$ cat src/core/piezo_pkg.sv
// Package: constants and carrier types for the piezo and LED driver control
package piezo_pkg;
    localparam int unsigned CLK_FREQ_HZ       = 100_000_000;
    localparam int unsigned IDLE_TIME_MS      = 15;
    localparam int unsigned IDLE_CYCLES       = CLK_FREQ_HZ / 1000 * IDLE_TIME_MS;
    localparam int unsigned IDLE_CNT_W        = 21;
    localparam int unsigned OSC_HALF_DEFAULT  = 12500;
    localparam int unsigned OSC_CNT_W         = 20;
    localparam int unsigned LOW_MAJ_W         = 4;
    localparam logic [3:0]  LOW_MAJ_WINDOW    = 4'hF;
    localparam logic [3:0]  LOW_MAJ_THRESH    = 4'h8;
    localparam logic [1:0]  SYNC_RESET        = 2'h0;

    typedef enum logic [2:0] {
        ST_SHUTDOWN = 3'b001,
        ST_BOOST    = 3'b010,
        ST_ACTIVE   = 3'b100
    } seq_state_e;

    typedef struct packed {
        logic boost_en;
        logic piezo_pos;
        logic piezo_neg;
        logic led_sink_en;
    } drive_s;
endpackage

$ cat src/core/piezo_led_driver_control.sv
// Sequencing and output control for a piezo buzzer and LED driver
// How it works
// Oscillator resistor pin tied high selects external drive, tone taken from the tone input.
// Oscillator resistor pin pulled low selects self drive from the internal oscillator.
// In external drive the first rising tone edge from shutdown only turns the boost on.
// Disabled piezo outputs are both driven low.
// In external drive a steady high tone input keeps the boost on without enabling the piezo outputs.
// The second rising tone edge in external drive enables outputs, positive following tone.
// With outputs enabled the negative output is the inverse of the positive output.
// Both inputs mostly low for 15 ms puts the block into shutdown.
// In self drive a high tone input runs the oscillator onto the outputs, low stops it.
// The LED sink follows the LED control input, so PWM dims the LEDs.
// The boost stays on whenever the tone or the LED input is high.
// The host sends one power-up edge and then the tone as a square wave.
// Shutdown clears the edge sequencing so a new first edge is needed.
`timescale 1ns/10ps
`default_nettype none
module piezo_led_driver_control #(
    parameter int unsigned IDLE_CYCLES = piezo_pkg::IDLE_CYCLES,
    parameter int unsigned OSC_HALF    = piezo_pkg::OSC_HALF_DEFAULT
) (
    input  wire logic      clock_in,         // 100 MHz system clock
    input  wire logic      rst_n_in,         // Async reset, active low
    input  wire logic      tone_in,          // Tone / enable pin from host
    input  wire logic      led_ctrl_in,      // LED control pin from host
    input  wire logic      osc_resistor_pin_in, // High: external drive, low: self drive
    output logic           boost_en_out,     // Boost converter enable
    output logic           piezo_out_pos_out,// Positive piezo output
    output logic           piezo_out_neg_out,// Negative piezo output
    output logic           led_sink_pin_out, // LED current sink enable
    output logic           self_drive_out    // Mode in use, high for self drive
);
    // Synchronisers
    logic [1:0] tone_sync_q, led_sync_q, mode_sync_q;
    logic [1:0] tone_sync_d, led_sync_d, mode_sync_d;
    logic       tone_s, led_s, mode_ext;
    logic       tone_prev_q, tone_prev_d;

    always_comb begin
        tone_sync_d = {tone_sync_q[0], tone_in};
        led_sync_d  = {led_sync_q[0], led_ctrl_in};
        mode_sync_d = {mode_sync_q[0], osc_resistor_pin_in};
        tone_prev_d = tone_s;
    end

    always_ff @(posedge clock_in or negedge rst_n_in) begin
        if (!rst_n_in) begin
            tone_sync_q <= piezo_pkg::SYNC_RESET;
            led_sync_q  <= piezo_pkg::SYNC_RESET;
            mode_sync_q <= piezo_pkg::SYNC_RESET;
            tone_prev_q <= 1'b0;
        end else begin
            tone_sync_q <= tone_sync_d;
            led_sync_q  <= led_sync_d;
            mode_sync_q <= mode_sync_d;
            tone_prev_q <= tone_prev_d;
        end
    end

    assign tone_s   = tone_sync_q[1];
    assign led_s    = led_sync_q[1];
    assign mode_ext = mode_sync_q[1];

    logic tone_rise;
    assign tone_rise = tone_s & ~tone_prev_q;

    // Idle detection: majority of low samples over short windows, counted up to 15 ms
    logic [piezo_pkg::LOW_MAJ_W-1:0]  win_cnt_q, win_cnt_d, low_cnt_q, low_cnt_d;
    logic [piezo_pkg::IDLE_CNT_W-1:0] idle_cnt_q, idle_cnt_d;
    logic                             idle_q, idle_d;
    logic                             both_low;
    piezo_pkg::seq_state_e            state_q, state_d;

    assign both_low = ~tone_s & ~led_s;

    always_comb begin
        win_cnt_d  = win_cnt_q + 4'h1;
        low_cnt_d  = low_cnt_q + {3'h0, both_low};
        idle_cnt_d = idle_cnt_q;
        idle_d     = 1'b0;
        if (tone_s || led_s) begin
            idle_d = 1'b0;
        end
        if (win_cnt_q == piezo_pkg::LOW_MAJ_WINDOW) begin
            win_cnt_d = '0;
            low_cnt_d = '0;
            if (low_cnt_q >= piezo_pkg::LOW_MAJ_THRESH) begin
                if (idle_cnt_q < piezo_pkg::IDLE_CNT_W'(IDLE_CYCLES)) begin
                    idle_cnt_d = idle_cnt_q + 21'h10;
                end
            end else begin
                idle_cnt_d = '0;
            end
        end
        if (idle_cnt_q >= piezo_pkg::IDLE_CNT_W'(IDLE_CYCLES)) begin
            idle_d = 1'b1;
        end
        if (tone_rise || (led_s && state_q == piezo_pkg::ST_SHUTDOWN)) begin
            // Waking must clear a saturated idle count, or the boost drops again
            idle_cnt_d = '0;
            idle_d     = 1'b0;
        end
    end

    always_ff @(posedge clock_in or negedge rst_n_in) begin
        if (!rst_n_in) begin
            win_cnt_q  <= '0;
            low_cnt_q  <= '0;
            idle_cnt_q <= '0;
            idle_q     <= 1'b1;
        end else begin
            win_cnt_q  <= win_cnt_d;
            low_cnt_q  <= low_cnt_d;
            idle_cnt_q <= idle_cnt_d;
            idle_q     <= idle_d;
        end
    end

    // Sequencer

    always_comb begin
        state_d = state_q;
        case (state_q)
            piezo_pkg::ST_SHUTDOWN: begin
                if (tone_rise) begin
                    state_d = piezo_pkg::ST_BOOST;
                end else if (led_s) begin
                    state_d = piezo_pkg::ST_BOOST;
                end
            end
            piezo_pkg::ST_BOOST: begin
                if (idle_q && both_low) begin
                    state_d = piezo_pkg::ST_SHUTDOWN;
                end else if (tone_rise && mode_ext) begin
                    state_d = piezo_pkg::ST_ACTIVE;
                end
            end
            piezo_pkg::ST_ACTIVE: begin
                if (idle_q && both_low) begin
                    state_d = piezo_pkg::ST_SHUTDOWN;
                end
            end
            default: state_d = piezo_pkg::ST_SHUTDOWN;
        endcase
    end

    always_ff @(posedge clock_in or negedge rst_n_in) begin
        if (!rst_n_in) begin
            state_q <= piezo_pkg::ST_SHUTDOWN;
        end else begin
            state_q <= state_d;
        end
    end

    // Internal oscillator, runs only while tone is high in self drive
    logic [piezo_pkg::OSC_CNT_W-1:0] osc_cnt_q, osc_cnt_d;
    logic                            osc_q, osc_d;
    logic                            osc_run;

    assign osc_run = ~mode_ext & tone_s & (state_q != piezo_pkg::ST_SHUTDOWN);

    always_comb begin
        osc_cnt_d = '0;
        osc_d     = 1'b0;
        if (osc_run) begin
            osc_d     = osc_q;
            osc_cnt_d = osc_cnt_q + 20'h1;
            if (osc_cnt_q >= piezo_pkg::OSC_CNT_W'(OSC_HALF - 1)) begin
                osc_cnt_d = '0;
                osc_d     = ~osc_q;
            end
        end
    end

    always_ff @(posedge clock_in or negedge rst_n_in) begin
        if (!rst_n_in) begin
            osc_cnt_q <= '0;
            osc_q     <= 1'b0;
        end else begin
            osc_cnt_q <= osc_cnt_d;
            osc_q     <= osc_d;
        end
    end

    // Output registers
    piezo_pkg::drive_s drv_q, drv_d;
    logic              enabled;

    always_comb begin
        enabled           = 1'b0;
        drv_d.boost_en    = (state_d != piezo_pkg::ST_SHUTDOWN);
        drv_d.led_sink_en = led_s;
        drv_d.piezo_pos   = 1'b0;
        drv_d.piezo_neg   = 1'b0;
        if (mode_ext) begin
            enabled = (state_d == piezo_pkg::ST_ACTIVE);
            if (enabled) begin
                drv_d.piezo_pos = tone_s;
            end
        end else begin
            enabled = osc_run;
            if (enabled) begin
                drv_d.piezo_pos = osc_q;
            end
        end
        if (enabled) begin
            drv_d.piezo_neg = ~drv_d.piezo_pos;
        end
    end

    always_ff @(posedge clock_in or negedge rst_n_in) begin
        if (!rst_n_in) begin
            drv_q <= '0;
        end else begin
            drv_q <= drv_d;
        end
    end

    assign boost_en_out      = drv_q.boost_en;
    assign piezo_out_pos_out = drv_q.piezo_pos;
    assign piezo_out_neg_out = drv_q.piezo_neg;
    assign led_sink_pin_out  = drv_q.led_sink_en;
    assign self_drive_out    = ~mode_ext;
endmodule
`default_nettype wire

$ cat config.mk
export PLATFORM = sky130hd
export DESIGN_NAME = piezo_led_driver_control
export DESIGN_NICKNAME = d
export VERILOG_FILES = /design/src/core/piezo_pkg.sv /design/src/core/piezo_led_driver_control.sv
export SDC_FILE = /design/constraint.sdc
export NUM_CORES = 1
export LEC_CHECK = 0
export BUFFER_PORTS_ARGS = -buffer_cell sky130_fd_sc_hd__buf_4
export CORE_AREA = 5 5 79 81
export CTS_BUF_LIST = sky130_fd_sc_hd__clkbuf_8 sky130_fd_sc_hd__clkbuf_16
export DETAILED_ROUTE_END_ITERATION = 12
export DIE_AREA = 0 0 84 86
export PLACE_DENSITY = 0.81
export RECOVER_POWER = 25
export SYNTH_ARGS = -nofsm -noshare
export SYNTH_HDL_FRONTEND = slang
export SYNTH_SLANG_ARGS = --single-unit
$ cat constraint.sdc
create_clock -name clock_in -period 2.71 [get_ports clock_in]
set_input_delay 0.542 -clock clock_in [delete_from_list [all_inputs] [get_ports clock_in]]
set_output_delay 0.542 -clock clock_in [all_outputs]
set_load 0.01 [all_outputs]
==> results of run 1 <==
## critical path, stage by stage (launching register included)
cell and delay [ps]:
dfrtp_1 400, ha_1 240, and3_1 310, nand2_1 280, a31oi_1 470, nand4b_1 160, nand3_1 120
## worst max-delay path by stage
stage,endpoint,depth (start not counted),slack (ps),startpoint
floorplan,osc_cnt_q[10],8,820,osc_cnt_q[0]
global placement,osc_cnt_q[0],6,750,osc_cnt_q[0]
detailed placement,osc_cnt_q[5],6,710,osc_cnt_q[0]
CTS,idle_cnt_q[6],6,670,win_cnt_q[0]
global route,idle_cnt_q[10],5,480,win_cnt_q[0]
finish,idle_cnt_q[6],6,650,win_cnt_q[0]
## final cells by class
type	instances	area (um^2)
tap	72	90.1
fill	460	2100
inverter	10	37.5
clock inverter	6	63.8
timing repair buffer	11	80.1
sequential	61	1530
multi-input combinational	224	1370
clock buffer	10	138
## logic make-up (layout without fill, tap and decap cells)
| kind of cell | count (synthesis) | count (layout) |
|---|---|---|
| and+or+nand+nor | 138 | 138 |
| AOI/OAI and AO/OA | 57 | 57 |
| xor gates and xnor gates | 14 | 14 |
| muxes | 3 | 3 |
| adders and majority gates | 6 | 6 |
| DFF | 61 | 61 |
| other | 1 | 6 |
| buffers and inverters | 25 | 37 |
## cell usage in the layout (no fill, tap or decap), types with 7 or more instances in the layout
cell type / count
dfrtp_1: 59
a21oi_1: 9
xnor2_1: 9
o21ai_0: 9
nor2_1: 40
inv_1: 11
nand2_1: 32
nand4_1: 13
clkbuf_8: 10
nand3_1: 13
a31oi_1: 11
buf_4: 7
## registers in the layout (all words and copies together) (netlist names)
register,count
mode_sync_q,2
osc_q,1
piezo_out_pos_out,1
low_cnt_q,4
led_sync_q,2
piezo_out_neg_out,1
led_sink_pin_out,1
idle_cnt_q,17
tone_sync_q,2
tone_prev_q,1
state_q,3
win_cnt_q,4
idle_q,1
boost_en_out,1
osc_cnt_q,20
## where the power goes
part           switching, W  total (W)  leakage [nW]  internal [W]
sequential        0.0000274   0.000987         0.803      0.000959
combinational      0.000127   0.000189         0.477     0.0000624
clock              0.000361   0.000808         0.104      0.000447
## routing by layer
| metal | up-vias | wire, um |
|---|---|---|
| met5 | - | 0 |
| met4 | 0 | 128 |
| met3 | 20 | 303 |
| met2 | 74 | 2840 |
| met1 | 1133 | 2700 |
| li1 | 1112 | - |
## stage by stage
step                      setup slack [ps]  cell area (um^2)  std cells  hold slack (ps)
after floorplan                        822              3050        310              246
after global placement                 745              3110        378              332
after detailed placement               712              3110        378              335
after CTS                              665              3310        394              300
after global routing                   482              3300        394              322
final                                  654              3300        394              332
==> summary.md, run 1 <==
| Metric | Value |
|---|---|
| Clock sink count | 61 |
| Worst-Skew Late Latency | ~340 ps |
| Sequential share of the synthesized area | 0.504 |
| Most common library cells after synthesis | dfrtp_1, nor2_1, nand2_1 |
| Final hold viol count | 0 |
| CTS tree | built |
| Synth warnings | 0 |
| Starting Density | 0.562 |
| Synth Area in Compound Gates | 0.138 |
| Outcome | finished, final reports clean |
| # DRC | 0 |
| Peak supply drop | 0.593 mV |
| Minimum clock period | 2060 ps |
| Initial DRC Count | 150 |
| Post-Synth Adder-Cell Area | 0.0247 |
| Max Cap Viol | 0 |
| Maximum clock path buffer count | 2 |
| Hold Crit Class | in2reg |
| Crit Path Max Fanout | 10 |
| Leading area contributor after synthesis | dfrtp_1 |
| Leak | 1.38 nW |
| Mux contribution to synthesized area | 0.00989 |
| CP Launch Type | flip-flop |
| Clk_skew | around 7.7 ps |
| DP HPWL | 3.83 mm |
| Post-synth top flop | dfrtp_1 |
| GR peak layer | met2 |
| Post-synth EDFFs | 0 |
| Vias per Instance | roughly 6 |
| Number of global-route vias before repair | 2252 |
| Post-synthesis area per instance | 9.95 um^2 |
| Root buffer cell | clkbuf_8 |
| Die ar. | approximately 7200 um^2 |
| Pre-antenna DRT Iters | 5 |
| Worst reg2reg path depth | 6 |
| Io pins | 10 |
| RR Endpoint | idle_cnt_q[6] |
| CTS Buf Count | 9 |
| Max H-tree Level | 3 |
| Width of the die | 84 um |
| P&R area growth vs syn | 8.86% |
| Actual slew at the worst max-slew pin | 1450 ps |
| GR Util met3 | 0.0375 |
| Row count | 27 |
| Mapped cell area | 3040 um^2 |
| WL/cell | 15.2 um |
| CP endpoint kind | flip-flop |
| # nets final | roughly 330 |
| Unique masters post-synth | 52 |
| ANT nets after route | 0 |
| Post-layout power | 0.00198 W |
| Layout cells sized above 1 | 0.127 |
| WS Path Type | reg2reg |
| Simple logic cell fraction of the synthesized area | 0.230 |
| Synth area leaders | dfrtp_1, nor2_1, nand2_1 |
| Fin crit share | 0.759 |
| Die Ht | 86 um |
| Ant diodes | 0 |
| Hold Startpoint | osc_resistor_pin_in |
| Pin count of the biggest net entering global routing | 62 |
| Number of port buffers | 9 |
| PwrDens | ~600 nW/um^2 |
| Hold_buf cts | 0 |
| Core footprint | 5410 um^2 |
| Reg2Reg Setup Slack | 650 ps |
| Grt ovf | 0 |
| Post-synth top area share | 0.486 |
| WP data required | ~3000 ps |
| F_max | 486 MHz |
| Setup bufs post-CTS | 0 |
| Met2 GRT Util | 0.281 |
| Slew HR | 0.0354 |
| Gr usage total | 0.182 |
| DR vias | between 2000 and 2500 |
| Overall routed net length | 5.98 mm |
| GP Congestion | slightly below 0.9 |
| Unrepaired setup endpoints after global routing | no |
| WHS Path Cells | 1 |
| Final core utilization | 0.611 |
| Synth Register Bits | 61 |
| Post-synthesis xor/xnor area fraction | 0.0404 |
| Most common cell in the synthesized netlist | dfrtp_1 |
| Gate Count Post-Synth | between 300 and 400 |
| Worst endpoint data arrival time | 2330 ps |
| Initial antenna violation count | 0 |
| Final Max Slew Viols | 0 |
| Reg2Reg Launch Point | win_cnt_q[0] |
| Global-route wire length before repair | 10.6 mm |
| Async SR Flop Fraction | 1.00 |
| Hold path endpoint | mode_sync_q[0] |
| Largest family of logic cells by synthesized area | simple AND/OR/NAND/NOR gates |
| Clk slew on worst S/H paths | 70 ps |
| Final setup violating endpoints | 0 |
| Setup tns final | 0 ps |
| Met1 usage | 0.244 |
| Number of gates resized after cts | 0 |
Power figures use the tool's default switching activity.
==> run 2: changes to the inputs <==
--- a/config.mk
+++ b/config.mk
@@ -5,11 +5,12 @@
 export SDC_FILE = /design/constraint.sdc
 export NUM_CORES = 1
 export LEC_CHECK = 0
+export ABC_AREA = 1
 export BUFFER_PORTS_ARGS = -buffer_cell sky130_fd_sc_hd__buf_4
-export CORE_AREA = 5 5 79 81
+export CORE_AREA = 5 5 81 83
 export CTS_BUF_LIST = sky130_fd_sc_hd__clkbuf_8 sky130_fd_sc_hd__clkbuf_16
 export DETAILED_ROUTE_END_ITERATION = 12
-export DIE_AREA = 0 0 84 86
+export DIE_AREA = 0 0 86 88
 export PLACE_DENSITY = 0.81
 export RECOVER_POWER = 25
 export SYNTH_ARGS = -nofsm -noshare
==> constraint.sdc (replaced) <==
create_clock -name clock_in -period 1.7 [get_ports clock_in]
set_input_delay 0.34 -clock clock_in [delete_from_list [all_inputs] [get_ports clock_in]]
set_output_delay 0.34 -clock clock_in [all_outputs]
set_load 0.01 [all_outputs]
==> run 2 against run 1 <==
Against the previous run:
- non-clock buffer count up 2
- total power is 60% higher
- final area rose by 5.2%
- worst setup slack lost 480 ps
- core utilization decreased by 1.0 points
- largest cell class unchanged
- global-route usage down 1.2 points
- clock skew is 1.2 ps higher
==> summary.md, run 2 <==
| Metric | Value |
|---|---|
| Outcome | finished, final reports clean |
| Largest register FFs | 20 (unchanged) |
| Critical path cell sequence | ha_1 > nand2_1 > nor2_2 > nor2_2 > nor3_4 > buf_4 > nand2_1 > nand2_1 |
| Row count | 28 (+3.7%) |
| DP HPWL | 4.03 mm (+5.4%) |
| Number of port buffers | 9 (unchanged) |
| Synth Register Bits | 61 (unchanged) |
| Maximum clock path buffer count | 2 (unchanged) |
| Io pins | 10 (unchanged) |
| Overall routed net length | 5.55 mm (-7.2%) |
| Fin crit share | 0.899 (+0.141) |
| Worst setup path start | win_cnt_q[0] |
| Synth area leaders | dfrtp_1, nand2_1, nor2_1 |
| Most common cell in the synthesized netlist | nand2_1 |
| Sequential share of the synthesized area | 0.499 (-0.00493) |
| Minimum clock period | 1530 ps (-527 ps) |
| Clk slew on worst S/H paths | 60 ps (about the same) |
| Peak supply drop | 0.871 mV (+47%) |
| P&R area growth vs syn | 13.4% |
| Post-synth EDFFs | 0 (unchanged) |
| CP Launch Type | flip-flop |
| Worst endpoint data arrival time | 1810 ps (-520 ps) |
| F_max | 654 MHz (+34%) |
| Slowest cell on crit path | dfrtp_1 |
| Commonest non-fill, non-tap cell in the layout | nand2_1 |
| # nets final | 422 (+29%) |
| WP data required | 1980 ps (-1000 ps) |
| Leak | 1.84 nW (+33%) |
| Max H-tree Level | 3 (unchanged) |
| DR vias | 2377 (+1.6%) |
| Die Ht | 88 um (+2.3%) |
| Most flop-heavy register | osc_cnt_q |
| Vias per Instance | 4.84 (-18%) |
| GP Congestion | 0.824 (-6.8%) |
| Width of the die | 86 um (+2.4%) |
| Most frequent cells in the layout | nand2_1, dfrtp_1, inv_1, nor2_1, nand3_1 |
| Largest stage delay on the critical path | 370 ps (-100 ps) |
| Hold slack | 125 ps (-208 ps) |
| Ant diodes | 0 (unchanged) |
| Mapped cell area | 3070 um^2 (+0.99%) |
| CTS tree | built |
| Initial DRC Count | 94 (-37%) |
| Grt ovf | 0 (unchanged) |
| Hold Startpoint | osc_resistor_pin_in |
| Worst-Skew Late Latency | 340 ps (about the same) |
| Core footprint | 5780 um^2 (+6.9%) |
| PwrDens | 915 nW/um^2 (+52%) |
| Gate Count Post-Synth | 386 (+27%) |
| Final hold viol count | 0 (unchanged) |
| Actual slew at the worst max-slew pin | 670 ps (-777 ps) |
| CTS Buf Count | 9 (unchanged) |
| Post-synth top flop | dfrtp_1 |
| Leading area contributor after synthesis | dfrtp_1 |
| Clock sink count | 61 (unchanged) |
| Synth warnings | 0 (unchanged) |
| Post-synth top area share | 0.482 (-0.00476) |
| Setup bufs post-CTS | 0 (unchanged) |
| Crit Path Max Fanout | 15 (+5) |
| Unique masters post-synth | 25 (-52%) |
| Filler Cells Inserted | 503 (+9.3%) |
| Slew HR | 0.553 (+0.518) |
| Post-synthesis area per instance | 7.94 um^2 (-20%) |
| Number of global-route vias before repair | 2423 (+7.6%) |
| Starting Density | 0.530 (-0.0313) |
| Setup tns final | 0 ps (unchanged) |
| WS Path Type | reg2reg |
| WL/cell | 11.3 um (-26%) |
| Most common library cells after synthesis | nand2_1, dfrtp_1, nor2_1 |
| Root buffer cell | clkbuf_8 |
| Unrepaired setup endpoints after global routing | no |
| Die ar. | 7570 um^2 (+4.8%) |
| Pre-antenna DRT Iters | 4 (-1) |
| Clk_skew | 8.88 ps (+1.20 ps) |
| ANT nets after route | 0 (unchanged) |
| Global-route wire length before repair | 10.1 mm (-4.9%) |
| Final setup violating endpoints | 0 (unchanged) |
| Gr usage total | 0.170 (-0.0120) |
| # DRC | 0 (unchanged) |
| Pin count of the biggest net entering global routing | 27 (-56%) |
| Async SR Flop Fraction | 1.00 (unchanged) |
| Max Cap Viol | 0 (unchanged) |
| Initial antenna violation count | 0 (unchanged) |
| Reg2Reg Launch Point | win_cnt_q[0] |
| Layout cells sized above 1 | 0.118 (-0.00954) |
| Final Max Slew Viols | 0 (unchanged) |
| CP endpoint kind | flip-flop |
| Largest regs | osc_cnt_q (20), idle_cnt_q (17) |
| Hold Crit Class | in2reg |
| Most frequent CP cell | nand2_1 |
run 2: cell types whose count changed in the layout (fill, tap and decap cells not counted), moves of 5 or more:
cell / delta
xnor2_1: -7
and2_1: -6
nor2_2: +8
nor2_1: +13
inv_1: +44
nand4_1: -7
a31oi_1: -11
nand3_1: +15
xor2_1: +12
and3_1: -6
nand2_1: +78
a21oi_1: -5
run 2: kinds of logic (layout without fill, tap and decap cells):
group           Yosys count  in the layout  synth area share
simple gates            225            225             0.317
flops                    61             61             0.499
buf+inv                  60             85            0.0792
xor+xnor                 19             19            0.0543
compound gates           14             14            0.0253
fa+ha+maj                 6              6            0.0245
other cells               1              6           0.00122
run 2: path summary, 6_finish.rpt:
kind                                   to  slack, ps  depth (start not counted)
max reg2reg                idle_cnt_q[15]        170                          8
min in group asynchronous    boost_en_out        570                          2
max in group asynchronous    osc_cnt_q[5]        470                          3
min reg2reg                tone_sync_q[1]        350                          0
min                        mode_sync_q[0]        120                          1
max                        idle_cnt_q[15]        170                          8
run 2: per-stage QoR:
stage	setup WS (ps)	util	std cells	total power [W]	instance area [um^2]
6_report	171	0.601	491	0.00318	3480
5_1_grt	9.08	0.601	491	0.00332	3480
4_1_cts	2.84	0.599	491	0.00321	3460
3_5_place_dp	19.5	0.562	474	0.00192	3250
3_3_place_gp	105	0.562	474	0.00190	3250
2_1_floorplan	255	-	391	0.00180	3080
run 2: worst max-delay path: cells and delay by family, from the launching register on:
kind,cells,cell delay (ps)
buf+inv,1,220
fa+ha+maj,1,190
flops,1,370
simple gates,6,680
run 2: cell type report:
class	count	area (um^2)	area share
Tap cell	75	93.8	0.0270
Clock inverter	5	51.3	0.0148
Clock buffer	11	151	0.0436
Multi-Input combinational cell	270	1330	0.383
Sequential cell	61	1530	0.440
Inverter	56	210	0.0605
Timing Repair Buffer	13	110	0.0317
run 2: timing repair:
action                                  in CTS  in global routing
hold buffers                                 1                  0
resized for setup                            0                  5
endpoints found under the hold margin       23                  0
endpoints found under the setup margin       0                 14
run 2: layer usage:
layer  global-route usage  vias up  wire length [um]
met2                0.301       32              2790
met3               0.0574       11               201
met4               0.0691        0               106
li1                     -     1233                 -
met5                    0        -                 0
met1                0.188     1101              2450
run 2: power breakdown:
part	leakage [nW]	switching, W	internal, W	total, W
Combinational	0.924	0.000221	0.000101	0.000322
Sequential	0.804	0.0000438	0.00153	0.00157
Clock	0.112	0.000539	0.000746	0.00128
